**src/hdl/addr_decode_pkg.sv**
```systemverilog
package addr_decode_pkg;
	// ****************************************
	// apb register map
	// ****************************************
	localparam int          PADDR_W       = 8;
	localparam logic [7:0]  OFS_CTRL      = 8'h00;
	localparam logic [7:0]  OFS_SHADOW    = 8'h04;
	localparam logic [7:0]  OFS_TOM       = 8'h08;
	localparam logic [7:0]  OFS_MMIO      = 8'h0C;
	localparam logic [7:0]  OFS_APER      = 8'h10;
	localparam logic [7:0]  OFS_STATUS    = 8'h14;
	// control register fields
	localparam int          CTL_W         = 9;
	localparam int          B_CDHOLE      = 0;
	localparam int          B_ISAHOLE     = 1;
	localparam int          B_TOP_SMM_SEGMENT_EN     = 2;
	localparam int          B_TOP_SMM_SEGMENT_1M     = 3;
	localparam int          B_GMS_LO      = 4;
	localparam int          B_VGA_GFX     = 6;
	localparam int          B_HIGH_SMM_SEGMENT_EN     = 7;
	localparam int          B_APER_64M    = 8;
	localparam logic [8:0]  CTRL_RST      = 9'h000;
	localparam logic [7:0]  SHADOW_RST    = 8'h00;
	localparam logic [31:0] TOM_RST       = 32'h0100_0000;
	localparam logic [31:0] BASE_RST      = 32'h0000_0000;
	// ****************************************
	// address map
	// ****************************************
	localparam logic [31:0] VGA_LO        = 32'h000A_0000;
	localparam logic [31:0] SHADOW_LO     = 32'h000C_0000;
	localparam logic [31:0] ONE_MB        = 32'h0010_0000;
	localparam logic [31:0] CD_LO         = 32'h000D_C000;
	localparam logic [31:0] CD_HI         = 32'h000D_FFFF;
	localparam logic [31:0] ISA_LO        = 32'h00F0_0000;
	localparam logic [31:0] ISA_HI        = 32'h00FF_FFFF;
	localparam logic [31:0] HALF_MB       = 32'h0008_0000;
	localparam logic [31:0] MMIO_MASK     = 32'hFFF8_0000;
	localparam logic [31:0] AP32_MASK     = 32'hFE00_0000;
	localparam logic [31:0] AP64_MASK     = 32'hFC00_0000;
	localparam logic [31:0] APIC_LO       = 32'hFEC0_0000;
	localparam logic [31:0] APIC_HI       = 32'hFECF_FFFF;
	localparam logic [31:0] FIXED_LO      = 32'hFED0_0000;
	localparam logic [31:0] FIXED_HI      = 32'hFEDF_FFFF;
	localparam logic [31:0] LAPIC_LO      = 32'hFEE0_0000;
	localparam logic [31:0] LAPIC_HI      = 32'hFEEF_FFFF;
	localparam logic [31:0] HIGH_SMM_SEGMENT_LO       = 32'hFEEA_0000;
	localparam logic [31:0] HIGH_SMM_SEGMENT_HI       = 32'hFEEB_FFFF;
	localparam logic [31:0] HIGH_SMM_SEGMENT_OFS      = 32'hFEE0_0000;
	localparam logic [31:0] BIOS_LO       = 32'hFFE0_0000;
	// ****************************************
	// targets, one-hot
	// ****************************************
	localparam logic [3:0]  TGT_DRAM      = 4'h1;
	localparam logic [3:0]  TGT_HUB       = 4'h2;
	localparam logic [3:0]  TGT_GFX       = 4'h4;
	localparam logic [3:0]  TGT_LOCAL     = 4'h8;
endpackage

```
**src/hdl/system_address_decoder.sv**
```systemverilog
// Behaviour
// above 4 GB: terminate, reads zero
// below 0A0000h always main DRAM
// video window steered by select bits
// video steering same for every source
// four shadow segments, independent read/write
// CD hole to hub when enabled
// 1 MB to top goes DRAM
// ISA hole 15-16 MB to hub
// top SMM segment below top, non-SMM hub
// graphics carve-out below SMM segment or top
// top to 4 GB goes hub
// 512 KB graphics register window
// aperture 32 or 64 MB at base
// I/O APIC slots forwarded to hub
// FED0_0000h-FEDF_FFFFh always hub
// top 2 MB boot firmware to hub
// high SMM segment maps onto video DRAM
// software keeps ranges non-overlapping
// one target, exceptions before base rule
//
// Decided for this implementation: the APB register port and the register offsets.
`timescale 1ns/1ps
module system_address_decoder (
	input  wire logic                                CLK_SYS,
	input  wire logic                                RESET,
	input  wire logic                                PSEL,
	input  wire logic                                PENABLE,
	input  wire logic                                PWRITE,
	input  wire logic [addr_decode_pkg::PADDR_W-1:0] PADDR,
	input  wire logic [31:0]                         PWDATA,
	output logic      [31:0]                         PRDATA,
	output logic                                     PREADY,
	output logic                                     PSLVERR,
	input  wire logic                                ACC_VALID,
	input  wire logic [35:0]                         ACC_ADDR,
	input  wire logic                                ACC_WRITE,
	input  wire logic                                ACC_HOST,
	input  wire logic                                ACC_SMM,
	output logic                                     DEC_VALID,
	output logic      [3:0]                          DEC_TARGET,
	output logic      [31:0]                         DEC_ADDR,
	output logic                                     DEC_RDZERO
);
	import addr_decode_pkg::*;

	// ****************************************
	// state
	// ****************************************
	typedef struct packed {
		logic [CTL_W-1:0] ctrl;
		logic [7:0]       shadow;
		logic [31:0]      main_memory_top;
		logic [31:0]      mmio;
		logic [31:0]      aper;
		logic [31:0]      prdata;
		logic             pready;
		logic             pslverr;
		logic             dvalid;
		logic [3:0]       tgt;
		logic [31:0]      daddr;
		logic             rdzero;
	} state_t;

	state_t st_ff;
	state_t nxt_st;

	logic [31:0] a;
	logic [1:0]  graphics_mem_select;
	logic        gfx_en;
	logic [31:0] top_smm_segment_lo;
	logic [31:0] gfx_lo;
	logic [31:0] ap_mask;
	logic [1:0]  seg_attr;
	logic        vga_gfx;
	logic        hit_mmio;
	logic        hit_aper;
	logic        hit_high_smm_segment;
	logic        hit_isa;

	assign a = ACC_ADDR[31:0];
	assign graphics_mem_select = st_ff.ctrl[B_GMS_LO+:2];
	assign gfx_en = (graphics_mem_select != 2'h0);
	assign vga_gfx = gfx_en && st_ff.ctrl[B_VGA_GFX];
	assign ap_mask = st_ff.ctrl[B_APER_64M] ? AP64_MASK : AP32_MASK;
	assign seg_attr = st_ff.shadow[{a[17:16], 1'b0}+:2];
	assign hit_mmio = ((a ^ st_ff.mmio) & MMIO_MASK) == 32'h0000_0000;
	assign hit_aper = ((a ^ st_ff.aper) & ap_mask) == 32'h0000_0000;
	assign hit_high_smm_segment = st_ff.ctrl[B_HIGH_SMM_SEGMENT_EN] && a >= HIGH_SMM_SEGMENT_LO && a <= HIGH_SMM_SEGMENT_HI;
	assign hit_isa = st_ff.ctrl[B_ISAHOLE] && a >= ISA_LO && a <= ISA_HI;

	// ****************************************
	// decode and registers
	// ****************************************
	always_comb begin
		nxt_st = st_ff;
		top_smm_segment_lo = st_ff.main_memory_top;
		if (st_ff.ctrl[B_TOP_SMM_SEGMENT_EN]) begin
			top_smm_segment_lo = st_ff.main_memory_top - (st_ff.ctrl[B_TOP_SMM_SEGMENT_1M] ? ONE_MB : HALF_MB);
		end
		gfx_lo = top_smm_segment_lo;
		if (gfx_en) begin
			gfx_lo = top_smm_segment_lo - (graphics_mem_select[1] ? ONE_MB : HALF_MB);
		end
		// apb slave, answers in the second access cycle
		nxt_st.pready = PSEL && PENABLE && !st_ff.pready;
		nxt_st.pslverr = 1'b0;
		if (PSEL && PENABLE && !st_ff.pready) begin
			nxt_st.prdata = 32'h0000_0000;
			unique case (PADDR)
				OFS_CTRL: begin
					nxt_st.prdata = {{(32-CTL_W){1'b0}}, st_ff.ctrl};
					if (PWRITE) begin
						nxt_st.ctrl = PWDATA[CTL_W-1:0];
					end
				end
				OFS_SHADOW: begin
					nxt_st.prdata = {24'h00_0000, st_ff.shadow};
					if (PWRITE) begin
						nxt_st.shadow = PWDATA[7:0];
					end
				end
				OFS_TOM: begin
					nxt_st.prdata = st_ff.main_memory_top;
					if (PWRITE) begin
						nxt_st.main_memory_top = PWDATA;
					end
				end
				OFS_MMIO: begin
					nxt_st.prdata = st_ff.mmio;
					if (PWRITE) begin
						nxt_st.mmio = PWDATA & MMIO_MASK;
					end
				end
				OFS_APER: begin
					nxt_st.prdata = st_ff.aper;
					if (PWRITE) begin
						nxt_st.aper = PWDATA & AP32_MASK;
					end
				end
				OFS_STATUS: begin
					nxt_st.prdata = {27'h000_0000, st_ff.dvalid, st_ff.tgt};
				end
				default: begin
					nxt_st.pslverr = 1'b1;
				end
			endcase
		end
		// access decode, result one cycle after the request
		nxt_st.dvalid = ACC_VALID;
		nxt_st.daddr = a;
		nxt_st.rdzero = 1'b0;
		nxt_st.tgt = TGT_HUB;
		if (ACC_ADDR[35:32] != 4'h0) begin
			nxt_st.tgt = TGT_LOCAL;
			nxt_st.rdzero = !ACC_WRITE;
		end else if (st_ff.ctrl[B_HIGH_SMM_SEGMENT_EN] && a >= HIGH_SMM_SEGMENT_LO && a <= HIGH_SMM_SEGMENT_HI) begin
			nxt_st.tgt = TGT_DRAM;
			nxt_st.daddr = a - HIGH_SMM_SEGMENT_OFS;
		end else if (((a ^ st_ff.mmio) & MMIO_MASK) == 32'h0000_0000) begin
			nxt_st.tgt = TGT_GFX;
		end else if (((a ^ st_ff.aper) & ap_mask) == 32'h0000_0000) begin
			nxt_st.tgt = TGT_GFX;
		end else if (a >= APIC_LO && a <= APIC_HI) begin
			nxt_st.tgt = TGT_HUB;
		end else if (a >= FIXED_LO && a <= FIXED_HI) begin
			nxt_st.tgt = TGT_HUB;
		end else if (a >= LAPIC_LO && a <= LAPIC_HI) begin
			nxt_st.tgt = TGT_HUB;
		end else if (a >= BIOS_LO) begin
			nxt_st.tgt = TGT_HUB;
		end else if (a < VGA_LO) begin
			nxt_st.tgt = TGT_DRAM;
		end else if (a < SHADOW_LO) begin
			nxt_st.tgt = vga_gfx ? TGT_GFX : TGT_HUB;
		end else if (a < ONE_MB) begin
			if (st_ff.ctrl[B_CDHOLE] && a >= CD_LO && a <= CD_HI) begin
				nxt_st.tgt = TGT_HUB;
			end else if (ACC_WRITE ? seg_attr[1] : seg_attr[0]) begin
				nxt_st.tgt = TGT_DRAM;
			end
		end else if (a < st_ff.main_memory_top) begin
			if (st_ff.ctrl[B_ISAHOLE] && a >= ISA_LO && a <= ISA_HI) begin
				nxt_st.tgt = TGT_HUB;
			end else if (st_ff.ctrl[B_TOP_SMM_SEGMENT_EN] && a >= top_smm_segment_lo) begin
				nxt_st.tgt = (ACC_HOST && ACC_SMM) ? TGT_DRAM : TGT_HUB;
			end else if (gfx_en && a >= gfx_lo && a < top_smm_segment_lo) begin
				nxt_st.tgt = TGT_GFX;
			end else begin
				nxt_st.tgt = TGT_DRAM;
			end
		end else begin
			nxt_st.tgt = TGT_HUB;
		end
	end

	always_ff @(posedge CLK_SYS or posedge RESET) begin
		if (RESET) begin
			st_ff <= '{ctrl: CTRL_RST, shadow: SHADOW_RST, main_memory_top: TOM_RST, mmio: BASE_RST,
				aper: BASE_RST, prdata: 32'h0000_0000, pready: 1'b0, pslverr: 1'b0,
				dvalid: 1'b0, tgt: TGT_HUB, daddr: 32'h0000_0000, rdzero: 1'b0};
		end else begin
			st_ff <= nxt_st;
		end
	end

	assign PRDATA = st_ff.prdata;
	assign PREADY = st_ff.pready;
	assign PSLVERR = st_ff.pslverr;
	assign DEC_VALID = st_ff.dvalid;
	assign DEC_TARGET = st_ff.tgt;
	assign DEC_ADDR = st_ff.daddr;
	assign DEC_RDZERO = st_ff.rdzero;

	// ****************************************
	// assertions
	// ****************************************
	a_high_terminate: assert property (@(posedge CLK_SYS) disable iff (RESET)
		ACC_VALID && ACC_ADDR[35:32] != 4'h0 |=> DEC_TARGET == TGT_LOCAL && DEC_RDZERO == !$past(ACC_WRITE))
		else $error("access above 4 GB not terminated");
	a_dos_dram: assert property (@(posedge CLK_SYS) disable iff (RESET)
		ACC_VALID && ACC_ADDR < 36'h0_000A_0000 |=> DEC_VALID && DEC_TARGET == TGT_DRAM)
		else $error("dos area not sent to dram");
	a_vga_steer: assert property (@(posedge CLK_SYS) disable iff (RESET)
		ACC_VALID && ACC_ADDR >= 36'h0_000A_0000 && ACC_ADDR < 36'h0_000C_0000
		|=> DEC_TARGET == ($past(vga_gfx) ? TGT_GFX : TGT_HUB))
		else $error("video window misrouted");
	a_cd_hole: assert property (@(posedge CLK_SYS) disable iff (RESET)
		ACC_VALID && st_ff.ctrl[B_CDHOLE] && ACC_ADDR >= 36'h0_000D_C000 && ACC_ADDR < 36'h0_000E_0000
		|=> DEC_TARGET == TGT_HUB)
		else $error("cd hole not sent to hub");
	a_isa_hole: assert property (@(posedge CLK_SYS) disable iff (RESET)
		ACC_VALID && st_ff.ctrl[B_ISAHOLE] && ACC_ADDR >= 36'h0_00F0_0000 && ACC_ADDR < 36'h0_0100_0000
		&& st_ff.main_memory_top > ISA_HI && ACC_ADDR < {4'h0, st_ff.mmio} |=> DEC_TARGET == TGT_HUB)
		else $error("isa hole not sent to hub");
	a_fixed_hub: assert property (@(posedge CLK_SYS) disable iff (RESET)
		ACC_VALID && ACC_ADDR >= 36'h0_FED0_0000 && ACC_ADDR <= 36'h0_FEDF_FFFF
		&& ((a ^ st_ff.mmio) & MMIO_MASK) != 32'h0000_0000 && ((a ^ st_ff.aper) & ap_mask) != 32'h0000_0000
		|=> DEC_TARGET == TGT_HUB)
		else $error("fixed range not sent to hub");
	a_high_smm_segment_map: assert property (@(posedge CLK_SYS) disable iff (RESET)
		ACC_VALID && st_ff.ctrl[B_HIGH_SMM_SEGMENT_EN] && ACC_ADDR >= 36'h0_FEEA_0000 && ACC_ADDR <= 36'h0_FEEB_FFFF
		|=> DEC_TARGET == TGT_DRAM && DEC_ADDR == $past(a) - HIGH_SMM_SEGMENT_OFS)
		else $error("high smm segment not translated");
	a_one_target: assert property (@(posedge CLK_SYS) disable iff (RESET)
		DEC_VALID |-> $onehot(DEC_TARGET))
		else $error("target not one-hot");
	a_apb_answer: assert property (@(posedge CLK_SYS) disable iff (RESET)
		PSEL && PENABLE && !PREADY |=> PREADY ##1 !PREADY)
		else $error("apb answer not one cycle");
	a_slverr_pair: assert property (@(posedge CLK_SYS) disable iff (RESET)
		PSLVERR |-> PREADY)
		else $error("slave error without ready");
	a_rdzero_local: assert property (@(posedge CLK_SYS) disable iff (RESET)
		DEC_RDZERO |-> DEC_TARGET == TGT_LOCAL)
		else $error("zero read outside local termination");
	a_shadow_read: assert property (@(posedge CLK_SYS) disable iff (RESET)
		ACC_VALID && ACC_ADDR[35:20] == 16'h0000 && a >= SHADOW_LO && !ACC_WRITE && !hit_mmio && !hit_aper
		&& !(st_ff.ctrl[B_CDHOLE] && a >= CD_LO && a <= CD_HI)
		|=> DEC_TARGET == ($past(seg_attr[0]) ? TGT_DRAM : TGT_HUB))
		else $error("shadow read misrouted");
	a_shadow_write: assert property (@(posedge CLK_SYS) disable iff (RESET)
		ACC_VALID && ACC_ADDR[35:20] == 16'h0000 && a >= SHADOW_LO && ACC_WRITE && !hit_mmio && !hit_aper
		&& !(st_ff.ctrl[B_CDHOLE] && a >= CD_LO && a <= CD_HI)
		|=> DEC_TARGET == ($past(seg_attr[1]) ? TGT_DRAM : TGT_HUB))
		else $error("shadow write misrouted");
	a_main_dram: assert property (@(posedge CLK_SYS) disable iff (RESET)
		ACC_VALID && ACC_ADDR[35:32] == 4'h0 && a >= ONE_MB && a < st_ff.main_memory_top && a < APIC_LO
		&& !hit_mmio && !hit_aper && !hit_isa && !(st_ff.ctrl[B_TOP_SMM_SEGMENT_EN] && a >= top_smm_segment_lo)
		&& !(gfx_en && a >= gfx_lo) |=> DEC_TARGET == TGT_DRAM)
		else $error("main memory not sent to dram");
	a_top_smm_segment_route: assert property (@(posedge CLK_SYS) disable iff (RESET)
		ACC_VALID && ACC_ADDR[35:32] == 4'h0 && st_ff.ctrl[B_TOP_SMM_SEGMENT_EN] && a >= top_smm_segment_lo && a < st_ff.main_memory_top
		&& a >= ONE_MB && a < APIC_LO && !hit_mmio && !hit_aper && !hit_isa
		|=> DEC_TARGET == ($past(ACC_HOST && ACC_SMM) ? TGT_DRAM : TGT_HUB))
		else $error("top smm segment misrouted");
	a_gfx_carve: assert property (@(posedge CLK_SYS) disable iff (RESET)
		ACC_VALID && ACC_ADDR[35:32] == 4'h0 && gfx_en && a >= gfx_lo && a < top_smm_segment_lo && a >= ONE_MB
		&& a < APIC_LO && !hit_mmio && !hit_aper && !hit_isa
		|=> DEC_TARGET == TGT_GFX)
		else $error("graphics carve-out misrouted");
	a_pci_hub: assert property (@(posedge CLK_SYS) disable iff (RESET)
		ACC_VALID && ACC_ADDR[35:32] == 4'h0 && a >= st_ff.main_memory_top && a >= ONE_MB && a < APIC_LO
		&& !hit_mmio && !hit_aper
		|=> DEC_TARGET == TGT_HUB)
		else $error("pci range not sent to hub");
	a_mmio_window: assert property (@(posedge CLK_SYS) disable iff (RESET)
		ACC_VALID && ACC_ADDR[35:32] == 4'h0 && hit_mmio && !hit_high_smm_segment
		|=> DEC_TARGET == TGT_GFX)
		else $error("register window not sent to graphics");
	a_aperture: assert property (@(posedge CLK_SYS) disable iff (RESET)
		ACC_VALID && ACC_ADDR[35:32] == 4'h0 && hit_aper && !hit_mmio && !hit_high_smm_segment
		|=> DEC_TARGET == TGT_GFX)
		else $error("aperture not sent to graphics");
	a_apic_hub: assert property (@(posedge CLK_SYS) disable iff (RESET)
		ACC_VALID && ACC_ADDR[35:32] == 4'h0 && a >= APIC_LO && a <= APIC_HI && !hit_mmio && !hit_aper
		|=> DEC_TARGET == TGT_HUB)
		else $error("apic range not sent to hub");
	a_bios_hub: assert property (@(posedge CLK_SYS) disable iff (RESET)
		ACC_VALID && ACC_ADDR[35:32] == 4'h0 && a >= BIOS_LO && !hit_mmio && !hit_aper
		|=> DEC_TARGET == TGT_HUB)
		else $error("boot firmware not sent to hub");
	a_addr_pass: assert property (@(posedge CLK_SYS) disable iff (RESET)
		ACC_VALID && !(ACC_ADDR[35:32] == 4'h0 && hit_high_smm_segment)
		|=> DEC_ADDR == $past(a))
		else $error("address changed outside high smm segment");
endmodule

```
**config.mk**
```make
export PLATFORM = sky130hd
export DESIGN_NAME = system_address_decoder
export DESIGN_NICKNAME = d
export VERILOG_FILES = /design/src/hdl/addr_decode_pkg.sv /design/src/hdl/system_address_decoder.sv
export SDC_FILE = /design/constraint.sdc
export NUM_CORES = 1
export LEC_CHECK = 0
export ABC_AREA = 1
export BUFFER_PORTS_ARGS = -buffer_cell sky130_fd_sc_hd__buf_2
export CAP_MARGIN = 20
export CORE_MARGIN = 2
export CORE_UTILIZATION = 59
export CTS_BUF_LIST = sky130_fd_sc_hd__clkbuf_2 sky130_fd_sc_hd__clkbuf_4 sky130_fd_sc_hd__clkbuf_8
export CTS_CLUSTER_DIAMETER = 40
export DETAILED_ROUTE_END_ITERATION = 10
export PLACE_DENSITY = 0.81
export SLEW_MARGIN = 10
export SYNTH_ARGS = -nofsm -noshare
export SYNTH_HDL_FRONTEND = slang
export SYNTH_SLANG_ARGS = --single-unit
```
**constraint.sdc**
```tcl
create_clock -name CLK_SYS -period 5 [get_ports CLK_SYS]
set_input_delay 0.5 -clock CLK_SYS [delete_from_list [all_inputs] [get_ports CLK_SYS]]
set_output_delay 0.5 -clock CLK_SYS [all_outputs]
set_load 0.02 [all_outputs]
```
; Word level (Yosys, flattened, before mapping)
; Index checks and enable logic that the tools add are counted.
[classes]
n_shift = 1
n_eq_ne = 5
order_cmp = 20
n_addsub = 3
n_reduce_logical = 29
bitwise_logic = 3
muxes = 31
[ops]
columns = cell, count
row1 = $pmux W32 S6, 1
row2 = $ge A32 B32 Y1 const B, 5
row3 = $le A32 B32 Y1 const B, 4
row4 = $mux W32, 4
row5 = $ge A32 B32 Y1, 2
row6 = $logic_not A32 Y1, 2
row7 = $lt A32 B20 Y1 const B, 2
row8 = $lt A32 B32 Y1, 2
row9 = $sub A32 B21 Y32, 2
row10 = $xor A32 B32 Y32, 2
row11 = $mux W4, 11
row12 = $mux W21, 2
row13 = $and A32 B32 Y32, 1
row14 = $ge A32 B20 Y1 const B, 1
row15 = $ge A32 B24 Y1 const B, 1
row16 = $le A32 B20 Y1 const B, 1
row17 = $le A32 B24 Y1 const B, 1
row18 = $lt A32 B21 Y1 const B, 1
row19 = $sub A32 B32 Y32 const B, 1
row20 = $mux W26, 1
row21 = $eq A8 B4 Y1 const B, 2
row22 = $eq A8 B5 Y1 const B, 2
row23 = $logic_and A1 B1 Y1, 16
row24 = $mux W3, 5
row25 = other kinds (10), 20
[word_totals]
regBits = 141
output_inout_bits = 72
in_bits = 85
wordCells = 104

; Longest topological paths before layout
; Gate-level depths: netlist (run 1).
[depth]
depth_word = 23
mapped_depth = 30
depth_no_buf = 30

; Worst setup path before layout (run 1)
; Ideal clock, no wire load.
[synth_path]
path_kind = register to register
start = register st_ff[179] (netlist bit)
end = register st_ff, in the netlist DEC_TARGET[2]
period_less_slack_ns = 4.069
arrival_ns = 3.996
stages_incl_launch_ff = 26
required_ns = 4.927
n_path_buf = 0
setup_slack_ns = 0.931
setup_ns = 0.073
cell_sequence = dfrtp_1 -> inv_1 -> ha_1 -> fa_1 -> o21ai_0 -> ha_1 -> inv_1 -> nor2_1 -> nor4_2 -> nand2_1 -> nor3_1 -> nand3_1 -> nor2_1 -> nand4_1 -> xor2_1 -> ha_1 -> nand4_1 -> nor3_1 -> nand3_1 -> o21ai_0 -> nand3_1 -> nor2_2 -> nand3_1 -> nand2_1 -> nand2_1 -> a21oi_2
[synth_lines]
columns = element, line_no
row1 = start: declaration, system_address_decoder.sv:65  ; state_t st_ff;
row2 = start signal: assignment, system_address_decoder.sv:199  ; st_ff <= '{ctrl: CTRL_RST, shadow: SHADOW_RST, main_memory_top: TOM_RST, mmio: BASE_RST,
row3 = start signal: assignment, system_address_decoder.sv:203  ; st_ff <= nxt_st;

==> out/results.tsv, run 1 <==
stage	metric	value	unit
min_path	hp-class	in -> reg	
clock_tree	root_buffer	clkbuf_8	
sta	period_minus_slack	4.39	ns
clock_tree	cts_max_level	4	
synthesis	ys_types	49	
drt	drc	0	
worst_setup_path	cpPeakStageDelay	0.44	ns
global_route	first_global_vias	7331	
synthesis	synthFlopType	dfrtp_1	
synthesis	netlist_area	8880	um2
final_layout	diodes	0	
place	dpl_cell_area	9340	um2
synthesis	synth_nets	1257	
final_layout	final_core_utilization	0.665	
die	die_y	127	um
global_route	grt_antenna_before_repair	0	
worst_setup_path	cpMostUsedCell	nand3_1	
place	port_buffers	156	
sta	skew	0.0139	ns
synthesis	yosysSeqAreaShare	0.397	
clock_tree	clock_latency	0.47	ns
place	gp_congestion	0.930	
worst_setup_path	rrSetupSlack	0.61	ns
final_layout	layout_commonest_cell	nand2_1	
place	hpwl	18100	um
sta	period_share	0.878	
sta	final_hold_viol_count	0	
die	die_area	16100	um2
clock_tree	tritoncts	yes	
final_layout	drive_gt1_frac	0.222	
global_route	grt_usage	0.302	
clock_tree	cts_buffers	17	
power_and_ir_drop	powerDensity	246	nW/um2
drt	wl	23400	um
worst_setup_path	crit_slowest_cell	fa_1	
clock_tree	clk_pin_slew	0.10	ns
clock_tree	ctsHoldBuffers	0	
run	drv_cap	0	
clock_tree	cts_sinks	141	
final_layout	syn2layout_area_growth	9.63	%
global_route	grt_pass1_wl	37600	um
drt	avgViaCountPerCell	5.60	
drt	ant_nets	0	
die	die_w	127	um
power_and_ir_drop	p_total	0.00239	W
final_layout	nNetsFinal	1345	
synthesis	syn-instance-count	1109	
final_layout	final_design_area_no_fill	9740	um2
worst_setup_path	crit_required	5.41	ns
power_and_ir_drop	p_leak	4.91	nW
worst_setup_path	crit_fanout	3	
global_route	grt_max_degree	104	
drt	dr.pass1.iters	5	
die	top_level_ports	157	
sta	rsz0062_at_grt	no	
worst_setup_path	critPathCaptureType	flip-flop	
sta	fmax	0.228	GHz
clock_tree	cts_buffer_depth	2	
final_layout	fill_cells	1259	
die	coreArea	14600	um2
final_layout	layout_common_cells	nand2_1, buf_2, dfrtp_1	
power_and_ir_drop	vdd_ir_drop_max	0.000150	V
sta	slew_viol_final	0	
place	dp.cells	1362	
synthesis	synth_edf_count	0	
worst_setup_path	crit_type	reg -> reg	
drt	wl_per_cell	16.8	um
synthesis	synthArstFlopShare	1.00	
worst_setup_path	crit_arrival	4.80	ns
synthesis	ys_warn_count	0	
sta	finalSetupViolations	0	
worst_setup_path	cp-start-kind	flip-flop	
sta	finalSetupTns	0	ns
synthesis	synth.avg_cell_area	8.01	um2
drt	vias	7813	
global_route	overflow	0	
outcome	outcome	complete, no violations	
sta	worstMarginPinSlew	0.916	ns
final_layout	stdcell_count	1394	
die	start_util	0.607	
die	fp-row-count	44	
drt	drt_iter0_drc	775	
sta	slew_headroom	0.389	
synthesis	synth-seq-cells	141	
per-layer routing:
layer	wire length [um]	GRT usage	part of all wire	vias up
met2	10100	0.453	0.43	384
met1	10700	0.441	0.46	3641
met3	2050	0.0595	0.088	51
met4	544	0.101	0.023	0
li1	-	-	-	3737
met5	0	0	0	-
sequential cells by signal, indices dropped and copies added (netlist names):
name                 cells
DEC_VALID                1
st_ff                   67
PSLVERR                  1
DEC_ADDR                32
PREADY                   1
DEC_RDZERO               1
PRDATA                  32
graphics_mem_select      2
DEC_TARGET               4
timing repair:
action                     CTS  global route
setup endpoints to repair    0             2
resized for setup            0             4
setup buffers                0             0
metrics by stage:
step           hold slack (ns)  setup slack, ns
6_report                 0.141            0.611
5_1_grt                  0.126           0.0839
4_1_cts                  0.130            0.285
3_5_place_dp             0.461            0.327
3_3_place_gp             0.457            0.360
2_1_floorplan            0.450            0.722
critical path, delay by kind of cell, from the launching register on:
kind                     cells  cell delay (ns)
flip-flops                   1             0.41
XOR/XNOR                     1             0.16
AND/OR/NAND/NOR             15             1.85
adder cells (fa/ha/maj)      4             1.22
buffers and inverters        2             0.16
AO/OA/AOI/OAI                3             0.51
Yosys cell counts, types with 13 or more instances:
master    instances  area share
ha_1             61       0.086
inv_1           139       0.059
nand3_1          34       0.019
a21oi_1          39       0.022
clkbuf_1         21      0.0089
nand2_1         225       0.095
inv_2            17      0.0072
nor3_1           19       0.011
o31ai_1          14       0.012
buf_4            69       0.058
nor2_2           13      0.0092
nand4_1          16       0.011
o21ai_0          80       0.045
dfrtp_1         139        0.39
xor2_1           19       0.019
nor2_1           89       0.038
area by class of cell:
type                       instances  area, um2  area share
multi-input combinational        719       4180       0.429
sequential                       141       3530       0.363
timing repair buffer             161        818      0.0840
inverter                         157        594      0.0610
clock buffer                      17        234      0.0240
tap                              184        230      0.0236
clock inverter                    15        155      0.0159
final timing paths:
check / startpoint / to / depth (start not counted)
max in group asynchronous: RESET / PSLVERR / 3
max reg2reg: st_ff[179] / DEC_TARGET[2] / 25
min: ACC_VALID / DEC_VALID / 1
max: st_ff[179] / DEC_TARGET[2] / 25
min reg2reg: PRDATA[26] / PRDATA[26] / 2
min in group asynchronous: RESET / st_ff[182] / 2
logic make-up after synthesis:
kind of cell             Yosys count  synth area share
XOR/XNOR                          25            0.0255
AO/OA/AOI/OAI                    182             0.118
AND/OR/NAND/NOR                  449             0.234
adder cells (fa/ha/maj)           63            0.0904
buffers and inverters            249             0.135
flip-flops                       141             0.397
report_power, final:
part	switching (W)	leakage [nW]	internal, W
logic	0.000197	2.89	0.0000982
registers	0.0000120	1.82	0.00116
clock network	0.000513	0.195	0.000411
Note: power is estimated with default switching activity, not from simulation.
==> run 2, diff against run 1 <==
--- a/config.mk
+++ b/config.mk
@@ -15,5 +15,4 @@
 export DETAILED_ROUTE_END_ITERATION = 10
 export PLACE_DENSITY = 0.81
-export SLEW_MARGIN = 10
 export SYNTH_ARGS = -nofsm -noshare
 export SYNTH_HDL_FRONTEND = slang
==> constraint.sdc (replaced) <==
create_clock -name CLK_SYS -period 5 [get_ports CLK_SYS]
set_input_delay 1 -clock CLK_SYS [delete_from_list [all_inputs] [get_ports CLK_SYS]]
set_output_delay 1 -clock CLK_SYS [all_outputs]
set_load 0.02 [all_outputs]
==> run 2 against run 1 <==
Sequential power hardly changed. Global-route usage is 0.31 points lower. Register-to-register slack worse by 0.14 ns. Highest routed layer unchanged. Final cell count hardly changed. Via count is 0.20% higher. Core utilization is 0.28 points higher. Largest power group unchanged.
==> out/results.tsv, run 2 (synthesis gave the netlist of run 1 again) <==
stage	metric	value	unit	change
power_and_ir_drop	seqPwrFrac	0.479		-0.012
outcome	outcome	complete, no violations		
final_layout	syn2layout_area_growth	10.1	%	
sta	rsz0062_at_grt	no		
final_layout	largest_register	st_ff		
die	fp-row-count	44		unchanged
drt	wl_met3	1930	um	-6.0%
drt	drt_iter0_drc	800		+3.2%
global_route	grt_max_degree	109		+4.8%
power_and_ir_drop	pwr-share-comb	0.122		-0.002
place	hpwl	18100	um	about the same
power_and_ir_drop	vdd_ir_drop_max	0.000172	V	+14%
power_and_ir_drop	p_int	0.00174	W	+4.0%
power_and_ir_drop	p_sw	0.000712	W	-1.5%
worst_setup_path	crit_required	5.39	ns	-0.02 ns
global_route	overflow	0		unchanged
drt	wl_met2	10200	um	+1.2%
drt	m1WireLength	10800	um	+0.81%
drt	ant_nets	0		unchanged
die	die_w	127	um	unchanged
worst_setup_path	rrSetupSlack	0.47	ns	-0.14 ns
power_and_ir_drop	clockPowerShare	0.399		+0.013
worst_setup_path	crit_fanout	3		unchanged
power_and_ir_drop	powerDensity	250	nW/um2	+1.9%
clock_tree	cts_buffer_depth	2		unchanged
worst_setup_path	critPathCaptureType	flip-flop		
final_layout	layout_commonest_cell	nand2_1		
global_route	first_global_vias	7169		-2.2%
power_and_ir_drop	netSwitchingFraction	0.291		-0.0112
drt	avgViaCountPerCell	5.61		+0.13%
min_path	worstHoldStart	PRDATA[23]		
clock_tree	tritoncts	yes		
final_layout	layout_common_cells	nand2_1, buf_2, dfrtp_1		
final_layout	drive_gt1_frac	0.225		+0.00229
die	die_area	16100	um2	unchanged
worst_setup_path	reg2regPathDepth	25		unchanged
clock_tree	root_buffer	clkbuf_8		
place	gp_congestion	0.942		+1.3%
die	top_level_ports	157		unchanged
die	die_y	127	um	unchanged
sta	worstMarginPinSlew	0.972	ns	+0.0558 ns
sta	skew	0.0141	ns	+0.000182 ns
clock_tree	clock_latency	0.47	ns	about the same
min_path	worstHoldPathCells	2		+1
sta	slew_headroom	0.352		-0.0372
min_path	hold_end	PRDATA[23]		
clock_tree	postCtsResizedCells	0		unchanged
final_layout	diodes	0		unchanged
sta	finalSetupViolations	0		unchanged
place	port_buffers	156		unchanged
global_route	grt_antenna_before_repair	0		unchanged
final_layout	nNetsFinal	1346		+0.074%
clock_tree	cts_buffers	17		unchanged
power_and_ir_drop	p_total	0.00245	W	+2.3%
place	dp.cells	1363		+0.073%
sta	fmax	0.221	GHz	-3.1%
clock_tree	cts_sinks	141		unchanged
drt	dr.pass1.iters	5		unchanged
drt	drc	0		unchanged
final_layout	fill_cells	1256		-0.24%
place	dpl_cell_area	9350	um2	about the same
power_and_ir_drop	p_leak	4.93	nW	+0.32%
drt	wl_per_cell	16.8	um	+0.24%
sta	finalSetupTns	0	ns	unchanged
clock_tree	ctsHoldBuffers	0		unchanged
clock_tree	post_cts_buffers	0		unchanged
global_route	grt_usage	0.298		-0.00314
worst_setup_path	crit_type	reg -> reg		
worst_setup_path	crit_arrival	4.92	ns	+0.12 ns
die	coreArea	14600	um2	unchanged
final_layout	stdcell_count	1395		+0.072%
drt	top_layer	met4		
drt	wl	23500	um	+0.31%
sta	final_hold_viol_count	0		unchanged
worst_setup_path	timing.rr.start	st_ff[179]		
clock_tree	clk_pin_slew	0.09	ns	about the same
sta	period_minus_slack	4.53	ns	+0.141 ns
final_layout	largest_reg_flops	67		unchanged
global_route	grt_pass1_wl	37200	um	-1.1%
sta	slew_viol_final	0		unchanged
run	drv_cap	0		unchanged
drt	vias	7829		+0.20%
clock_tree	cts_max_level	4		unchanged
min_path	hp-class	reg -> reg		
sta	period_share	0.906		+0.0282
die	start_util	0.607		unchanged
worst_setup_path	rr_endpoint	DEC_TARGET[2]		
worst_setup_path	cp-start-kind	flip-flop		
final_layout	final_design_area_no_fill	9780	um2	+0.42%
[run 2: how the worst max path moves through the flow]
stage                     startpoint            end  cells past startpoint
after floorplan                RESET    DEC_ADDR[0]                      1
after global placement    st_ff[179]  DEC_TARGET[2]                     25
after detailed placement  st_ff[179]  DEC_TARGET[2]                     25
after CTS                 st_ff[179]  DEC_TARGET[2]                     25
after global routing      st_ff[179]  DEC_TARGET[2]                     25
final                     st_ff[179]  DEC_TARGET[2]                     25
[run 2: worst max-delay path, stage by stage, from the launching register on]
cell,delay (ns)
dfrtp_1,0.42
inv_1,0.12
ha_1,0.22
fa_1,0.44
o21ai_2,0.20
ha_1,0.25
inv_1,0.05
nor2_1,0.04
nor4_2,0.38
nand2_1,0.08
nor3_1,0.16
nand3_1,0.13
nor2_2,0.14
nand4_1,0.11
xor2_1,0.17
ha_1,0.30
nand4_1,0.12
nor3_2,0.17
nand3_1,0.09
o21ai_0,0.23
nand3_1,0.12
nor2_2,0.17
nand3_1,0.09
nand2_1,0.06
nand2_1,0.06
a21oi_2,0.14
[run 2: stage by stage]
stage          hold WS (ns)   util  setup slack (ns)
6_report              0.481  0.668             0.470
5_1_grt               0.502  0.668            0.0437
4_1_cts               0.482  0.667             0.253
3_5_place_dp          0.460  0.638             0.301
3_3_place_gp          0.458  0.638             0.377
2_1_floorplan         0.450      -             0.222
[run 2: per-layer routing]
| metal | track usage | up-vias |
|---|---|---|
| li1 | - | 3737 |
| met1 | 0.436 | 3662 |
| met2 | 0.451 | 372 |
| met3 | 0.0612 | 58 |
| met4 | 0.0950 | 0 |
| met5 | 0 | - |
[run 2: power by group through the flow]
stage / Combinational (W) / Clock [W] / Sequential, W
after global placement: 0.000287 / 0 / 0.00120
after detailed placement: 0.000294 / 0 / 0.00120
after floorplan: 0.000195 / 0 / 0.00120
after CTS: 0.000296 / 0.000986 / 0.00117
final: 0.000298 / 0.000978 / 0.00117
after global routing: 0.000334 / 0.00103 / 0.00118
[run 2: final cells by class]
class,instances,area (um2),share of cell area
multi-input combinational,719,4180,0.427
timing repair buffer,162,826,0.0844
sequential,141,3530,0.361
clock buffer,18,248,0.0253
inverter,157,594,0.0608
tap,184,230,0.0235
clock inverter,14,176,0.0180
==> run 3, diff against run 2 <==
- GPL_ROUTABILITY_DRIVEN: default -> 0
- RECOVER_POWER: default -> 25
==> run 3 against run 2 <==
The flow now finishes with violations (capacitance limit, slew limit). Cell area fell by 0.33%. First-iteration DRC count down 3.4%. Maximum frequency decreased by 2.2%. Sequential share of layout area up 0.12 points.
==> out/results.tsv, run 3 (synthesis gave the netlist of run 1 again) <==
stage	metric	value	unit	change
worst_setup_path	timing.rr.start	st_ff[179]		
worst_setup_path	reg2regPathDepth	25		unchanged
power_and_ir_drop	p_leak	4.88	nW	-1.0%
final_layout	layout_commonest_cell	nand2_1		
place	dp.cells	1365		+0.15%
die	start_util	0.607		unchanged
global_route	grt_antenna_before_repair	0		unchanged
global_route	grt_max_degree	90		-17%
die	die_y	127	um	unchanged
place	port_buffers	156		unchanged
sta	worstMarginPinSlew	3.29	ns	+2.32 ns
power_and_ir_drop	clockPowerShare	0.397		-0.002
outcome	outcome	finished, violations left		
sta	period_minus_slack	4.63	ns	+0.102 ns
drt	ant_nets	0		unchanged
worst_setup_path	setup.worst_path.start	st_ff[179]		
clock_tree	post_cts_buffers	0		unchanged
sta	slew_headroom	-1.19		-1.54
clock_tree	cts_max_level	4		unchanged
worst_setup_path	crit_type	reg -> reg		
final_layout	drive_gt1_frac	0.205		-0.0193
sta	skew	0.0172	ns	+0.00311 ns
power_and_ir_drop	p_sw	0.000687	W	-3.5%
min_path	worstHoldPathCells	1		-1
final_layout	diodes	0		unchanged
global_route	overflow	0		unchanged
worst_setup_path	rr_endpoint	DEC_TARGET[2]		
clock_tree	tritoncts	yes		
drt	avgViaCountPerCell	5.60		-0.27%
outcome	violations	capacitance limit, slew limit		
final_layout	stdcell_count	1397		+0.14%
global_route	grt_pass1_wl	36800	um	-1.1%
final_layout	syn2layout_area_growth	9.73	%	
die	coreArea	14600	um2	unchanged
drt	drt_iter0_drc	773		-3.4%
worst_setup_path	critPathCaptureType	flip-flop		
power_and_ir_drop	p_total	0.00244	W	-0.58%
die	die_area	16100	um2	unchanged
clock_tree	ctsHoldBuffers	0		unchanged
worst_setup_path	crit_required	5.41	ns	+0.02 ns
min_path	hp-class	reg -> reg		
final_layout	largest_reg_flops	67		unchanged
sta	fmax	0.216	GHz	-2.2%
clock_tree	clk_pin_slew	0.09	ns	about the same
final_layout	final_design_area_no_fill	9750	um2	-0.33%
power_and_ir_drop	pwr-share-comb	0.121		about the same
power_and_ir_drop	netSwitchingFraction	0.282		-0.00842
drt	dr.pass1.iters	6		+1
clock_tree	cts_sinks	141		unchanged
place	dpl_cell_area	9360	um2	+0.16%
sta	finalSetupViolations	0		unchanged
global_route	grt_usage	0.296		-0.00194
clock_tree	root_buffer	clkbuf_8		
run	drv_cap	1		+1
die	fp-row-count	44		unchanged
worst_setup_path	crit_arrival	5.04	ns	+0.12 ns
drt	drc	0		unchanged
worst_setup_path	crit_end	DEC_TARGET[2]		
drt	wl_per_cell	16.6	um	-1.6%
clock_tree	cts_buffers	17		unchanged
die	die_w	127	um	unchanged
sta	slew_viol_final	90		+90
final_layout	layout_common_cells	nand2_1, dfrtp_1, inv_1		
global_route	first_global_vias	7247		+1.1%
power_and_ir_drop	vdd_ir_drop_max	0.000138	V	-20%
place	hpwl	17800	um	-1.6%
worst_setup_path	crit_fanout	3		unchanged
clock_tree	cts_buffer_depth	2		unchanged
power_and_ir_drop	powerDensity	250	nW/um2	-0.25%
final_layout	largest_register	st_ff		
clock_tree	clock_latency	0.47	ns	about the same
power_and_ir_drop	p_int	0.00175	W	+0.60%
die	top_level_ports	157		unchanged
drt	wl	23100	um	-1.4%
power_and_ir_drop	seqPwrFrac	0.482		+0.003
drt	vias	7819		-0.13%
sta	final_hold_viol_count	0		unchanged
final_layout	nNetsFinal	1348		+0.15%
worst_setup_path	rrSetupSlack	0.37	ns	-0.10 ns
sta	period_share	0.926		+0.0204
worst_setup_path	cp-start-kind	flip-flop		
run 3: worst min path at each step:
stage                     startpoint          to  slack, ns
after floorplan           PRDATA[19]  PRDATA[19]       0.45
after CTS                 PRDATA[30]  PRDATA[30]       0.48
final                     PRDATA[30]  PRDATA[30]       0.47
after global routing      PRDATA[30]  PRDATA[30]       0.50
after global placement    PRDATA[24]  PRDATA[24]       0.46
after detailed placement  PRDATA[30]  PRDATA[30]       0.46
run 3: power by group through the flow:
stage	clock network [W]	registers, W	logic [W]
finish	0.000967	0.00117	0.000294
global route	0.00104	0.00118	0.000331
CTS	0.000975	0.00117	0.000294
detailed placement	0	0.00120	0.000292
global placement	0	0.00120	0.000285
floorplan	0	0.00120	0.000195
run 3: what timing repair did:
item | 4_1_cts | 5_1_grt
resized for setup | 0 | 3
hold endpoints to repair | 0 | 0
setup endpoints to repair | 0 | 2
run 3: stage by stage:
step,util,TNS (ns),hold WS [ns],setup slack [ns]
3_5_place_dp,0.639,0,0.463,0.230
4_1_cts,0.668,0,0.481,0.200
6_report,0.666,0,0.475,0.368
5_1_grt,0.666,-0.0466,0.504,-0.0466
3_3_place_gp,0.639,0,0.459,0.445
2_1_floorplan,-,0,0.450,0.222
run 3: critical path: stages, from the launching register on:
cell,delay [ns]
dfrtp_1,0.41
inv_1,0.12
ha_1,0.22
fa_1,0.44
o21ai_2,0.22
ha_1,0.27
inv_1,0.05
nor2_1,0.04
nor4_2,0.38
nand2_1,0.09
nor3_1,0.15
nand3_1,0.13
nor2_1,0.18
nand4_1,0.13
xor2_1,0.17
ha_1,0.30
nand4_1,0.15
nor3_2,0.22
nand3_1,0.09
o21ai_0,0.18
nand3_1,0.10
nor2_2,0.16
nand3_1,0.10
nand2_1,0.08
nand2_1,0.07
a21oi_2,0.12
run 3: routing by layer:
metal | vias to the layer above | global-route usage | share of wire
li1 | 3746 | - | -
met1 | 3613 | 0.425 | 0.44
met2 | 407 | 0.438 | 0.44
met3 | 53 | 0.0671 | 0.098
met4 | 0 | 0.120 | 0.025
met5 | - | 0 | 0
run 3: layout make-up:
cell class | count | area [um2]
Clock buffer | 20 | 269
Clock inverter | 12 | 149
Fill cell | 1309 | 4900
Inverter | 157 | 589
Multi-Input combinational cell | 719 | 4170
Sequential cell | 141 | 3530
Tap cell | 184 | 230
Timing Repair Buffer | 164 | 807
